<file path="src/design/crccs_pkg.sv">
package crccs_pkg;

    // Register byte offsets on the Avalon-MM slave
    localparam logic [4:0] CRCCS_OFF_CONTROL = 5'h00;
    localparam logic [4:0] CRCCS_OFF_LENGTH = 5'h04;
    localparam logic [4:0] CRCCS_OFF_POLY = 5'h08;
    localparam logic [4:0] CRCCS_OFF_DATA = 5'h0C;
    localparam logic [4:0] CRCCS_OFF_RESULT = 5'h10;

    // Control register field positions
    localparam int CRCCS_BIT_ENABLE = 15;
    localparam int CRCCS_BIT_STOP_IDLE = 13;
    localparam int CRCCS_POS_COUNT = 8;
    localparam int CRCCS_BIT_FULL = 7;
    localparam int CRCCS_BIT_EMPTY = 6;
    localparam int CRCCS_BIT_IRQ_SEL = 5;
    localparam int CRCCS_BIT_START = 4;
    localparam int CRCCS_BIT_LSB = 3;

    // Widths and depths
    localparam int CRCCS_WORD_W = 32;
    localparam int CRCCS_CRC_W = 16;
    localparam int CRCCS_FIFO_DEPTH = 16;
    localparam logic [4:0] CRCCS_CAP_SHORT = 5'h10;
    localparam logic [4:0] CRCCS_CAP_LONG = 5'h08;
    localparam logic [4:0] CRCCS_SHORT_MAX_LEN = 5'h07;

    // Values after reset
    localparam logic [4:0] CRCCS_RST_LENGTH = 5'h07;
    localparam logic [15:0] CRCCS_RST_POLY = 16'h0000;
    localparam logic [15:0] CRCCS_RST_RESULT = 16'h0000;

    typedef struct packed {
        logic module_enable;
        logic stop_in_idle;
        logic irq_condition_select;
        logic shifter_start;
        logic lsb_first_select;
    } crccs_ctrl_s;

    localparam crccs_ctrl_s CRCCS_RST_CTRL = '{1'b0, 1'b0, 1'b0, 1'b0, 1'b0};

    typedef struct packed {
        logic [4:0] valid_word_count;
        logic fifo_full_flag;
        logic fifo_empty_flag;
    } crccs_stat_s;

endpackage

</file>
<file path="src/design/crccs_buf2.sv">
`timescale 1ns/100ps
`default_nettype none

// Two-entry buffer; holds a word while the consumer stalls
module crccs_buf2 #(
    parameter int W = 32
) (
    input wire logic clk_sys,
    input wire logic rst_n,
    input wire logic clear,
    input wire logic in_valid,
    output logic in_ready,
    input wire logic [W-1:0] in_data,
    output logic out_valid,
    input wire logic out_ready,
    output logic [W-1:0] out_data
);
    logic [W-1:0] slot [2];
    logic [1:0] fill;
    logic wr_idx;
    logic rd_idx;
    logic push;
    logic pop;

    assign in_ready = (fill != 2'h2);
    assign out_valid = (fill != 2'h0);
    assign out_data = slot[rd_idx];
    assign push = in_valid & in_ready;
    assign pop = out_valid & out_ready;

    always_ff @(posedge clk_sys or negedge rst_n) begin
        if (!rst_n) begin
            fill <= 2'h0;
            wr_idx <= 1'b0;
            rd_idx <= 1'b0;
        end else if (clear) begin
            fill <= 2'h0;
            wr_idx <= 1'b0;
            rd_idx <= 1'b0;
        end else begin
            if (push) begin
                wr_idx <= ~wr_idx;
            end
            if (pop) begin
                rd_idx <= ~rd_idx;
            end
            fill <= fill + {1'b0, push} - {1'b0, pop};
        end
    end

    always_ff @(posedge clk_sys) begin
        if (push) begin
            slot[wr_idx] <= in_data;
        end
    end
endmodule // crccs_buf2

`default_nettype wire

</file>
<file path="src/design/crccs_top.sv">
// Notes on behaviour
// Stop-in-idle set freezes CRC work while the device idles; clear keeps running.
// Five-bit count of FIFO words; limit 8 if length above 7, else 16.
// Full flag is 1 while FIFO full, else 0; resets to 0.
// Empty flag is 1 while FIFO holds nothing, else 0; resets to 1.
// Select 1: event when FIFO empties; select 0: event when result ready.
// Start bit 1 runs the serial shifter on FIFO words; 0 stops it.
// Bit order select 1 shifts data LSB first; 0 shifts MSB first.
// Enable clear holds FIFO, shifter and result in reset; set runs normally.
`timescale 1ns/100ps
`default_nettype none

module crccs_top (
    input wire logic clk_sys,
    input wire logic rst_n,
    input wire logic [4:0] avs_address,
    input wire logic avs_read,
    input wire logic avs_write,
    input wire logic [3:0] avs_byteenable,
    input wire logic [31:0] avs_writedata,
    output logic [31:0] avs_readdata,
    output logic avs_waitrequest,
    input wire logic device_idle,
    output logic crc_event
);
    import crccs_pkg::*;

    crccs_ctrl_s ctrl;
    crccs_stat_s stat;
    logic [4:0] data_length_setting;
    logic [15:0] poly;
    logic [15:0] result_word_register;
    logic rd_ack;
    logic sel_ctrl;
    logic sel_len;
    logic sel_poly;
    logic sel_data;
    logic sel_result;
    logic wr_take;
    logic [15:0] wmask;
    logic [15:0] next_ctrl_word;

    logic buf_in_valid;
    logic buf_in_ready;
    logic buf_out_valid;
    logic buf_out_ready;
    logic [CRCCS_WORD_W-1:0] buf_out_data;

    logic [CRCCS_WORD_W-1:0] fifo_mem [CRCCS_FIFO_DEPTH];
    logic [3:0] wp;
    logic [3:0] rp;
    logic [4:0] cnt;
    logic [4:0] cap;
    logic fifo_push;
    logic fifo_pop;

    logic run;
    logic busy;
    logic [CRCCS_WORD_W-1:0] sh_word;
    logic [4:0] bit_idx;
    logic [4:0] bits_left;
    logic in_bit;
    logic feedback;
    logic shift_done;

    // Address decode
    assign sel_ctrl = (avs_address == CRCCS_OFF_CONTROL);
    assign sel_len = (avs_address == CRCCS_OFF_LENGTH);
    assign sel_poly = (avs_address == CRCCS_OFF_POLY);
    assign sel_data = (avs_address == CRCCS_OFF_DATA);
    assign sel_result = (avs_address == CRCCS_OFF_RESULT);
    assign wmask = {{8{avs_byteenable[1]}}, {8{avs_byteenable[0]}}};

    // Data writes stall only while the input buffer is full
    assign avs_waitrequest = (avs_read & ~rd_ack)
        | (avs_write & sel_data & ctrl.module_enable & ~buf_in_ready);
    assign wr_take = avs_write & ~avs_waitrequest;

    always_ff @(posedge clk_sys or negedge rst_n) begin
        if (!rst_n) begin
            rd_ack <= 1'b0;
        end else begin
            rd_ack <= avs_read & ~rd_ack;
        end
    end

    always_ff @(posedge clk_sys or negedge rst_n) begin
        if (!rst_n) begin
            avs_readdata <= 32'h00000000;
        end else if (avs_read & ~rd_ack) begin
            if (sel_ctrl) begin
                avs_readdata <= {16'h0000, ctrl.module_enable, 1'b0, ctrl.stop_in_idle,
                    stat.valid_word_count, stat.fifo_full_flag, stat.fifo_empty_flag,
                    ctrl.irq_condition_select, ctrl.shifter_start,
                    ctrl.lsb_first_select, 3'h0};
            end else if (sel_len) begin
                avs_readdata <= {27'h0000000, data_length_setting};
            end else if (sel_poly) begin
                avs_readdata <= {16'h0000, poly};
            end else if (sel_result) begin
                avs_readdata <= {16'h0000, result_word_register};
            end else begin
                avs_readdata <= 32'h00000000;
            end
        end
    end

    // Control register; status fields ignore writes
    always_comb begin
        next_ctrl_word = {ctrl.module_enable, 1'b0, ctrl.stop_in_idle, 7'h00,
            ctrl.irq_condition_select, ctrl.shifter_start, ctrl.lsb_first_select, 3'h0};
        next_ctrl_word = (next_ctrl_word & ~wmask) | (avs_writedata[15:0] & wmask);
    end

    always_ff @(posedge clk_sys or negedge rst_n) begin
        if (!rst_n) begin
            ctrl <= CRCCS_RST_CTRL;
        end else if (wr_take & sel_ctrl) begin
            ctrl.module_enable <= next_ctrl_word[CRCCS_BIT_ENABLE];
            ctrl.stop_in_idle <= next_ctrl_word[CRCCS_BIT_STOP_IDLE];
            ctrl.irq_condition_select <= next_ctrl_word[CRCCS_BIT_IRQ_SEL];
            ctrl.shifter_start <= next_ctrl_word[CRCCS_BIT_START];
            ctrl.lsb_first_select <= next_ctrl_word[CRCCS_BIT_LSB];
        end
    end

    always_ff @(posedge clk_sys or negedge rst_n) begin
        if (!rst_n) begin
            data_length_setting <= CRCCS_RST_LENGTH;
            poly <= CRCCS_RST_POLY;
        end else if (wr_take) begin
            if (sel_len & avs_byteenable[0]) begin
                data_length_setting <= avs_writedata[4:0];
            end
            if (sel_poly) begin
                poly <= (poly & ~wmask) | (avs_writedata[15:0] & wmask);
            end
        end
    end

    // Input buffer between the bus and the FIFO
    assign buf_in_valid = wr_take & sel_data & ctrl.module_enable;
    assign buf_out_ready = ctrl.module_enable & (cnt < cap);

    crccs_buf2 #(
        .W(CRCCS_WORD_W)
    ) u_inbuf (
        .clk_sys(clk_sys),
        .rst_n(rst_n),
        .clear(~ctrl.module_enable),
        .in_valid(buf_in_valid),
        .in_ready(buf_in_ready),
        .in_data(avs_writedata),
        .out_valid(buf_out_valid),
        .out_ready(buf_out_ready),
        .out_data(buf_out_data)
    );

    // FIFO capacity follows the data length
    assign cap = (data_length_setting > CRCCS_SHORT_MAX_LEN) ? CRCCS_CAP_LONG
        : CRCCS_CAP_SHORT;
    assign fifo_push = buf_out_valid & buf_out_ready;
    assign run = ctrl.module_enable & ctrl.shifter_start
        & ~(ctrl.stop_in_idle & device_idle);
    assign fifo_pop = run & ~busy & (cnt != 5'h00);

    always_ff @(posedge clk_sys or negedge rst_n) begin
        if (!rst_n) begin
            wp <= 4'h0;
            rp <= 4'h0;
            cnt <= 5'h00;
        end else if (!ctrl.module_enable) begin
            wp <= 4'h0;
            rp <= 4'h0;
            cnt <= 5'h00;
        end else begin
            if (fifo_push) begin
                wp <= wp + 4'h1;
            end
            if (fifo_pop) begin
                rp <= rp + 4'h1;
            end
            cnt <= cnt + {4'h0, fifo_push} - {4'h0, fifo_pop};
        end
    end

    always_ff @(posedge clk_sys) begin
        if (fifo_push) begin
            fifo_mem[wp] <= buf_out_data;
        end
    end

    assign stat.valid_word_count = cnt;
    assign stat.fifo_full_flag = (cnt == cap);
    assign stat.fifo_empty_flag = (cnt == 5'h00);

    // Serial shifter, one data bit per clock
    assign in_bit = sh_word[bit_idx];
    assign feedback = result_word_register[CRCCS_CRC_W-1] ^ in_bit;
    assign shift_done = busy & run & (bits_left == 5'h00);

    always_ff @(posedge clk_sys or negedge rst_n) begin
        if (!rst_n) begin
            busy <= 1'b0;
            sh_word <= 32'h00000000;
            bit_idx <= 5'h00;
            bits_left <= 5'h00;
        end else if (!ctrl.module_enable) begin
            busy <= 1'b0;
            sh_word <= 32'h00000000;
            bit_idx <= 5'h00;
            bits_left <= 5'h00;
        end else if (fifo_pop) begin
            busy <= 1'b1;
            sh_word <= fifo_mem[rp];
            bit_idx <= ctrl.lsb_first_select ? 5'h00 : data_length_setting;
            bits_left <= data_length_setting;
        end else if (busy & run) begin
            bits_left <= bits_left - 5'h01;
            bit_idx <= ctrl.lsb_first_select ? bit_idx + 5'h01 : bit_idx - 5'h01;
            if (bits_left == 5'h00) begin
                busy <= 1'b0;
            end
        end
    end

    always_ff @(posedge clk_sys or negedge rst_n) begin
        if (!rst_n) begin
            result_word_register <= CRCCS_RST_RESULT;
        end else if (!ctrl.module_enable) begin
            result_word_register <= CRCCS_RST_RESULT;
        end else if (wr_take & sel_result) begin
            result_word_register <= (result_word_register & ~wmask)
                | (avs_writedata[15:0] & wmask);
        end else if (busy & run) begin
            result_word_register <= {result_word_register[CRCCS_CRC_W-2:0], 1'b0}
                ^ (feedback ? poly : 16'h0000);
        end
    end

    // Completion event pulse
    always_ff @(posedge clk_sys or negedge rst_n) begin
        if (!rst_n) begin
            crc_event <= 1'b0;
        end else if (ctrl.irq_condition_select) begin
            crc_event <= fifo_pop & (cnt == 5'h01) & ~fifo_push;
        end else begin
            crc_event <= shift_done & (cnt == 5'h00) & ~fifo_push;
        end
    end
endmodule // crccs_top

`default_nettype wire

</file>
<file path="config.mk">
export PLATFORM = sky130hd
export DESIGN_NAME = crccs_top
export DESIGN_NICKNAME = d
export VERILOG_FILES = /design/src/design/crccs_pkg.sv /design/src/design/crccs_buf2.sv /design/src/design/crccs_top.sv
export SDC_FILE = /design/constraint.sdc
export NUM_CORES = 1
export LEC_CHECK = 0
export ABC_AREA = 1
export ABC_CLOCK_PERIOD_IN_PS = 6220
export BUFFER_PORTS_ARGS = -buffer_cell sky130_fd_sc_hd__buf_2
export CAP_MARGIN = 15
export CORE_ASPECT_RATIO = 0.9
export CORE_MARGIN = 4
export CORE_UTILIZATION = 35
export CTS_CLUSTER_SIZE = 40
export DETAILED_ROUTE_END_ITERATION = 10
export SLEW_MARGIN = 20
export SYNTH_ARGS = -nofsm -noshare
export SYNTH_HDL_FRONTEND = slang
export SYNTH_SLANG_ARGS = --single-unit
</file>
<file path="constraint.sdc">
create_clock -name clk_sys -period 6.22 [get_ports clk_sys]
set_clock_uncertainty 0.2 [all_clocks]
set_input_delay 1.244 -clock clk_sys [delete_from_list [all_inputs] [get_ports clk_sys]]
set_output_delay 1.244 -clock clk_sys [all_outputs]
set_load 0.005 [all_outputs]
</file>
==> results.toml, run 1 <==
[global_routing]
track_usage_pct = 16.8
antenna_found_initial = 0
first_global_vias = 18800
grt_max_degree = 209
grt_pass1_wl_um = 112000
gr-total-overflow = 0

[clocking]
post_cts_buffers = 0
root_buffer = "clkbuf_16"
cts_hold_buf = 0
cts_max_path_buffers = 3
cts_buffers = 73
cts_tree = "done"
cts.htree.levels = 3
ctsResizeCount = 0
clkLatencyLatePin_ns = 0.62
clk_pin_slew_ns = 0.06
clock-sinks = 696

[logic_synthesis]
yosys_warnings = 0
synth_edf_count = 576
seq_area_frac_synth_pct = 70.5
async_reset_ff_share_pct = 17.2
yosys-top-cells-area = "edfxtp_1 60%, dfrtp_1 10%, o21ai_0 5.6%, nor2_1 4.7%, o221ai_1 2.6%"
synth_top_area_share_pct = 60.1
synthesis.area_mm2 = 0.0288
synth_top_area_cell = "edfxtp_1"
ys_ff_latch = 696
ys_types = 45
syn_inst = 2313
syn_area_per_cell_um2 = 12.4
synth_flop_cell = "edfxtp_1"

[pwr]
pwr_density_cell_mw_per_mm2 = 300
leakage_nw = 11.3
ir_drop_mv = 0.198

[critical_path]
cp-startpoint = "avs_read"
timing.rr.end = "cnt[4]$_DFF_PN0_"
cp-end-kind = "output pin"
critPathRequiredTime_ns = 4.78
endpoint = "avs_waitrequest"
cp_max_fo = 29
r2r_cells = 14
crit_type = "input pin to output pin"
reg2reg_setup_slack_ns = 2.54
crit_arrival_ns = 2.62
worst_setup_path_start_kind = "input pin"

[sta]
report.final.setup_viol = 0
finalHoldViolCount = 0
finalCriticalPeriod_ns = 4.07
slew_headroom_pct = 18.7
fmax_ghz = 0.246
maxSlewViolCount = 0
grt_setup_unrepaired = "no"
worst_pin_slew_ns = 1.22
timing.final.crit_share_pct = 65.4
setup_tns_ns = 0

[placed_design]
place.gp.congestion = 0.832
post-dp-hpwl_um = 40300
io_buffers = 61
dpl.cell_count = 3320

[run]
maxCapViolCount = 0

[cells_and_area]
mostFrequentLayoutCell = "edfxtp_1"
post_route_cells_drive_above_1_share_pct = 12.4
stdcell_count = 3457
diodes = 0
layout_common_cells = "576 x edfxtp_1, 341 x nor2_1, 320 x o21ai_0, 189 x nand2_1, 112 x dfrtp_1"
area.growth.synth_to_final_pct = 13.1
final_nets = 2405

[floorplanning]
io_pins = 80
fp.dieH_um = 280
dieWidth_um = 310
coreArea_mm2 = 0.0813
num_rows = 99
dieArea_mm2 = 0.0869
start_util_pct = 35.4

[route]
vias = 18900
first_pass_iters = 5
drt-initial-drc-count = 1460
drc = 0
wl_per_cell_um = 21.5
routed_wl_um = 74400
viasPerCell = 5.46
antenna_left = 0

[outcome]
outcome = "finished clean"

[worst_hold_path]
hold_path.class = "flop to flop"
## per-layer routing
metal  vias up  GRT usage (%)  routed length, um
li1       8529              -                  -
met1      9503           23.4              32700
met2       708           27.3              35100
met3       125           2.32               4690
met4         0           5.61               1930
met5         -              0                  0
## state kept, by name, indices dropped and copies added, names as in the netlist, named ones only
name and cells:
u_inbuf.fill 2, sh_word 32, rd_ack 1, crc_event 1
cnt 5, bits_left 5, data_length_setting 5, result_word_register 16
bit_idx 5, u_inbuf.rd_idx 1, wp 4, avs_readdata 16
u_inbuf.wr_idx 1, fifo_mem 512, u_inbuf.slot 64, busy 1
rp 4
## final cells by class
type	count	area [um^2]
fillers	7548	48700
flip-flops and latches	696	20300
multi-input cells	1376	7520
clock buffers	98	1980
well taps	1060	1330
repair buffers	97	661
clock inverters	37	394
inverters	93	354
## logic make-up after synthesis
| kind of cell | Yosys count | share of synthesized area [%] |
|---|---|---|
| other | 1 | 0.0130 |
| AOI/OAI and AO/OA | 618 | 13.1 |
| xor gates and xnor gates | 9 | 0.274 |
| muxes | 32 | 1.25 |
| DFF | 696 | 70.5 |
| adders and majority gates | 22 | 1.01 |
| buffers and inverters | 256 | 4.03 |
| and+or+nand+nor | 679 | 9.82 |
## through the flow
| step | setup WS (ns) | power [W] | hold WS, ns | utilization, % | cell area, um^2 |
|---|---|---|---|---|---|
| floorplan | 2.24 | 0.00540 | 0.237 | - | 28900 |
| global placement | 1.95 | 0.00551 | 0.264 | 37.1 | 30100 |
| detailed placement | 1.88 | 0.00552 | 0.273 | 37.1 | 30100 |
| CTS | 2.10 | 0.00981 | 0.287 | 40.0 | 32500 |
| global route | 1.80 | 0.0100 | 0.316 | 40.1 | 32600 |
| finish | 2.15 | 0.00976 | 0.279 | 40.1 | 32600 |
## worst max-delay path: stages
cell	delay, ns
buf_2	0.07
inv_1	0.04
nor2_1	0.31
inv_1	0.46
nand2_1	0.20
o21ai_1	0.08
inv_1	0.09
buf_2	0.12
## power breakdown
group / total (W) / internal, W / switching [W] / leakage, nW
combinational: 0.000346 / 0.000100 / 0.000246 / 3.30
sequential: 0.00509 / 0.00504 / 0.0000493 / 6.80
clock: 0.00432 / 0.00254 / 0.00178 / 1.15
total: 0.00976 / 0.00768 / 0.00208 / 11.3
## synth_stat cells, types with 3 or more instances
cell type	n
nor4_1	3
o21ai_0	320
nor2_2	4
a21oi_1	61
nand3_1	91
inv_2	8
edfxtp_1	576
dfrtp_1	117
nand2_1	189
buf_6	5
buf_4	22
buf_2	37
a221oi_1	13
o21ai_1	8
clkbuf_1	95
xnor2_1	4
a31o_1	32
inv_1	84
nand2_2	15
nand4_1	3
xor2_1	5
nand3_2	10
o211ai_1	43
nor2_1	359
o221ai_1	85
mux2_2	32
ha_1	20
dfstp_2	3
o22ai_1	47
## worst min-delay path by stage
| stage | startpoint | to | cells past startpoint |
|---|---|---|---|
| 2_1_floorplan | rd_ack$_DFF_PN0_ | rd_ack$_DFF_PN0_ | 1 |
| 3_3_place_gp | avs_readdata[0]$_DFFE_PN0P_ | avs_readdata[0]$_DFFE_PN0P_ | 2 |
| 3_5_place_dp | avs_readdata[5]$_DFFE_PN0P_ | avs_readdata[5]$_DFFE_PN0P_ | 2 |
| 4_1_cts | avs_readdata[8]$_DFFE_PN0P_ | avs_readdata[8]$_DFFE_PN0P_ | 2 |
| 5_1_grt | avs_readdata[12]$_DFFE_PN0P_ | avs_readdata[12]$_DFFE_PN0P_ | 2 |
| 6_report | avs_readdata[5]$_DFFE_PN0P_ | avs_readdata[5]$_DFFE_PN0P_ | 2 |
No activity file was read; power rests on OpenSTA's default activity.
==> inputs of run 2 (changes only) <==
ABC_CLOCK_PERIOD_IN_PS = 3950   (was 6220)
clock period = 3.95 ns   (was 6.22 ns; I/O delays follow)
==> results.toml, run 2 (same netlist as run 1, synthesis figures left out) <==
[sta]
fmax_ghz = 0.312
worst_pin_slew_ns = 1.11
setup_tns_ns = 0
report.final.setup_viol = 0
finalCriticalPeriod_ns = 3.21
maxSlewViolCount = 0
grt_setup_unrepaired = "no"
timing.final.crit_share_pct = 81.2
finalHoldViolCount = 0
slew_headroom_pct = 25.5

[clocking]
cts_hold_buf = 0
clk_pin_slew_ns = 0.06
cts_tree = "done"
cts_buffers = 72
root_buffer = "clkbuf_16"
post_cts_buffers = 0
cts.htree.levels = 3
cts_max_path_buffers = 3
clkLatencyLatePin_ns = 0.61
ctsResizeCount = 0
clock-sinks = 696

[route]
routed_wl_um = 75100
first_pass_iters = 5
drc = 0
antenna_left = 0
viasPerCell = 5.46
wl_per_cell_um = 21.6
drt-initial-drc-count = 1571
vias = 19000

[critical_path]
cp.buffers_inverters = 6
cp-end-kind = "flop"
crit_top_cell = "inv_1"
critPathRequiredTime_ns = 4.23
crit_arrival_ns = 3.49
max_stage_delay_ns = 0.38
critPathTopFamily = "adder cells"
crit_type = "flop to flop"
worst_setup_path_start_kind = "flop"
crit_chain = "inv_1 > nand2_1 > ha_1 > inv_1 > o21ai_0 > nor3_4 > inv_1 > ha_1 > inv_1 > ha_1 > inv_1 > fa_1 > inv_1 > a21oi_1 > nor2_1 > nor2_1 > xor2_1 > nor2_1"
cp_max_fo = 5
slowest_stage = "fa_1"

[cells_and_area]
regMostFlops = "fifo_mem"
final_core_util_pct = 40.4
stdcell_count = 3478
seqCellArea_mm2 = 0.0203
layout_common_cells = "576 x edfxtp_1, 341 x nor2_1, 320 x o21ai_0, 189 x nand2_1, 112 x dfrtp_1"
design_area_mm2 = 0.0328
multiInputGateArea_mm2 = 0.00752
largestRegisters = "fifo_mem (512), u_inbuf.slot (64), sh_word (32)"
post_route_cells_drive_above_1_share_pct = 13.4
nFillCells = 7473
largest_reg_flops = 512
final_nets = 2430
diodes = 0
mostFrequentLayoutCell = "edfxtp_1"
area.growth.synth_to_final_pct = 14.0

[outcome]
outcome = "finished clean"

[placed_design]
placed_area_mm2 = 0.0305
post-dp-hpwl_um = 42100
place.gp.congestion = 0.830
io_buffers = 61
dpl.cell_count = 3348

[floorplanning]
num_rows = 99
start_util_pct = 35.4
coreArea_mm2 = 0.0813
io_pins = 80
fp.dieH_um = 280
dieWidth_um = 310
dieArea_mm2 = 0.0869

[global_routing]
first_global_vias = 19200
gr-total-overflow = 0
grt_max_degree = 201
antenna_found_initial = 0
grt_pass1_wl_um = 115000
track_usage_pct = 17.2

[run]
maxCapViolCount = 0

[pwr]
leakage_nw = 11.4
pwr_density_cell_mw_per_mm2 = 467
finalPower_w = 0.0153
ir_drop_mv = 0.276

[worst_hold_path]
hold_path.class = "input pin to async pin"
[run 2: worst reg2reg max path, stage by stage (launching register included)]
cell and delay, ns:
dfrtp_1 0.37, inv_1 0.10, nand2_1 0.10, ha_1 0.30, inv_1 0.04, o21ai_0 0.31, nor3_4 0.05, inv_1 0.18
ha_1 0.28, inv_1 0.06, ha_1 0.13, inv_1 0.06, fa_1 0.38, inv_1 0.10, a21oi_1 0.07, nor2_1 0.10
nor2_1 0.06, xor2_1 0.15, nor2_1 0.06
[run 2: path summary, 6_finish.rpt]
check                                                    from                            end  slack [ns]  depth (start not counted)
setup / recovery           data_length_setting[4]$_DFFE_PN0P_               cnt[4]$_DFF_PN0_        0.74                         18
hold / removal                                          rst_n    avs_readdata[9]$_DFFE_PN0P_        0.08                          1
setup reg to reg           data_length_setting[4]$_DFFE_PN0P_               cnt[4]$_DFF_PN0_        0.74                         18
hold reg to reg                   avs_readdata[6]$_DFFE_PN0P_    avs_readdata[6]$_DFFE_PN0P_        0.28                          2
max in group asynchronous                               rst_n              rp[2]$_DFFE_PN0P_        2.61                          2
min in group clk_sys                        avs_writedata[27]  u_inbuf.slot[0][27]$_DFFE_PP_        0.17                          1
[run 2: report_power, final]
part	internal (W)	switching, W	total (W)
sequential	0.00793	0.0000732	0.00800
clock	0.00397	0.00280	0.00677
combinational	0.000163	0.000383	0.000546
total	0.0121	0.00325	0.0153
[run 2: routing by layer]
| layer | wire length (um) | global-route usage, % | vias to the layer above |
|---|---|---|---|
| li1 | - | - | 8582 |
| met1 | 31100 | 22.4 | 9561 |
| met2 | 37300 | 29.4 | 696 |
| met3 | 4610 | 2.39 | 137 |
| met4 | 2160 | 5.95 | 0 |
| met5 | 0 | 0 | - |
[run 2: metrics by stage]
step | hold slack [ns] | setup WS, ns
after floorplan | 0.237 | 0.428
after global placement | 0.267 | 0.688
after detailed placement | 0.270 | 0.736
after CTS | 0.0815 | 0.746
after global routing | 0.135 | 0.483
final | 0.0820 | 0.743
[run 2: final cells by class]
| type | count | share of cell area [%] |
|---|---|---|
| repair buffers | 123 | 2.89 |
| multi-input cells | 1376 | 22.9 |
| inverters | 93 | 1.08 |
| clock buffers | 89 | 5.81 |
| flip-flops and latches | 696 | 61.9 |
| clock inverters | 41 | 1.35 |
| well taps | 1060 | 4.04 |
==> inputs of run 3 (changes only) <==
ABC_CLOCK_PERIOD_IN_PS = 3100   (was 3950)
clock period = 3.1 ns   (was 3.95 ns; I/O delays follow)
==> results.toml, run 3 (same netlist as run 1, synthesis figures left out) <==
[pwr]
pwr_density_cell_mw_per_mm2 = 578
ir_drop_mv = 0.408
finalPower_w = 0.0193
leakage_nw = 11.6

[global_routing]
gr-total-overflow = 0
first_global_vias = 18800
grt_max_degree = 133
antenna_found_initial = 0
grt_pass1_wl_um = 111000
track_usage_pct = 16.6

[route]
vias = 18900
viasPerCell = 5.37
first_pass_iters = 6
drt-initial-drc-count = 1445
drc = 0
wl_per_cell_um = 20.7
routed_wl_um = 72700
antenna_left = 0

[cells_and_area]
stdcell_count = 3516
regMostFlops = "fifo_mem"
layout_common_cells = "576 x edfxtp_1, 341 x nor2_1, 320 x o21ai_0, 188 x nand2_1, 112 x dfrtp_1"
post_route_cells_drive_above_1_share_pct = 13.8
largestRegisters = "fifo_mem (512), u_inbuf.slot (64), sh_word (32)"
mostFrequentLayoutCell = "edfxtp_1"
largest_reg_flops = 512
area.growth.synth_to_final_pct = 15.8
diodes = 0
final_nets = 2470

[sta]
worst_pin_slew_ns = 0.841
report.final.setup_viol = 0
finalHoldViolCount = 0
finalCriticalPeriod_ns = 2.88
timing.final.crit_share_pct = 92.8
final.setup.worst_slack_ns = 0.222
slew_headroom_pct = 44.0
maxSlewViolCount = 0
fmax_ghz = 0.347

[floorplanning]
dieArea_mm2 = 0.0869
fp.dieH_um = 280
coreArea_mm2 = 0.0813
io_pins = 80
num_rows = 99
start_util_pct = 35.4
dieWidth_um = 310

[clocking]
cts_buffers = 73
clock-sinks = 696
cts_tree = "done"
cts.htree.levels = 3
clkLatencyLatePin_ns = 0.61
root_buffer = "clkbuf_16"
clk_pin_slew_ns = 0.06
cts_max_path_buffers = 3
post_cts_buffers = 0

[placed_design]
io_buffers = 61
dpl.cell_count = 3367
place.gp.congestion = 0.815
post-dp-hpwl_um = 42600
place_ws_ns = 0.0531

[critical_path]
critPathRequiredTime_ns = 3.44
worst_setup_path_start_kind = "flop"
cp-end-kind = "flop"
crit_type = "flop to flop"
crit_top_cell = "inv_1"
slowest_stage = "dfrtp_1"
critPathTopFamily = "adder cells"
crit_chain = "inv_1 > nand2_2 > ha_4 > inv_1 > o21ai_0 > buf_4 > nor3_4 > inv_2 > ha_1 > inv_1 > ha_1 > inv_1 > fa_2 > inv_2 > a21oi_1 > nor2_1 > nor2_1 > xor2_1 > nor2_1"
crit_arrival_ns = 3.21
cp_max_fo = 3
cp.buffers_inverters = 7
max_stage_delay_ns = 0.38

[run]
maxCapViolCount = 0

[worst_hold_path]
hold_path.class = "input pin to flop"

[outcome]
outcome = "finished clean"
==> run 3: repair_timing <==
item	4_1_cts	5_1_grt
resized for setup	0	6
endpoints found under the setup margin	0	2
endpoints found under the hold margin	155	0
hold buffers	20	0
==> run 3: path summary, 6_finish.rpt <==
path	slack, ns	cells after the start	endpoint	start
setup / recovery	0.22	19	cnt[4]$_DFF_PN0_	data_length_setting[3]$_DFFE_PN0P_
hold / removal	0.03	1	u_inbuf.slot[0][14]$_DFFE_PP_	avs_writedata[14]
setup reg to reg	0.22	19	cnt[4]$_DFF_PN0_	data_length_setting[3]$_DFFE_PN0P_
hold reg to reg	0.28	2	avs_readdata[8]$_DFFE_PN0P_	avs_readdata[8]$_DFFE_PN0P_
max in group asynchronous	1.60	3	rp[0]$_DFFE_PN0P_	rst_n
min in group asynchronous	0.44	3	result_word_register[9]$_DFFE_PN0P_	rst_n
==> run 3: power breakdown <==
| group | internal, W | leakage [nW] | switching (W) | total (W) |
|---|---|---|---|---|
| clock | 0.00488 | 1.09 | 0.00346 | 0.00834 |
| sequential | 0.0101 | 6.80 | 0.0000802 | 0.0102 |
| combinational | 0.000244 | 3.70 | 0.000512 | 0.000756 |
==> run 3: layer usage <==
layer	global-route usage, %	up-vias	routed length [um]
met5	0	-	0
met3	2.81	128	3990
met1	22.2	9532	31000
li1	-	8651	-
met2	27.8	582	35600
met4	5.20	0	2090
==> run 3: layout make-up <==
class / count / area, um^2
sequential: 696 / 20300
tap: 1060 / 1330
inverter: 93 / 355
fill: 7543 / 47900
timing repair buffer: 162 / 1540
clock inverter: 30 / 274
clock buffer: 99 / 1980
multi-input combinational: 1376 / 7540
==> run 3: per-stage QoR <==
stage          setup TNS, ns  utilization [%]  cell area, um^2  hold WS [ns]
6_report                   0             41.0            33300        0.0306
2_1_floorplan        -117.46                -            28900         0.124
4_1_cts                    0             41.0            33300      0.000264
5_1_grt             -0.00809             41.0            33300        0.0155
3_3_place_gp               0             38.0            30900         0.263
3_5_place_dp               0             38.0            30900         0.274
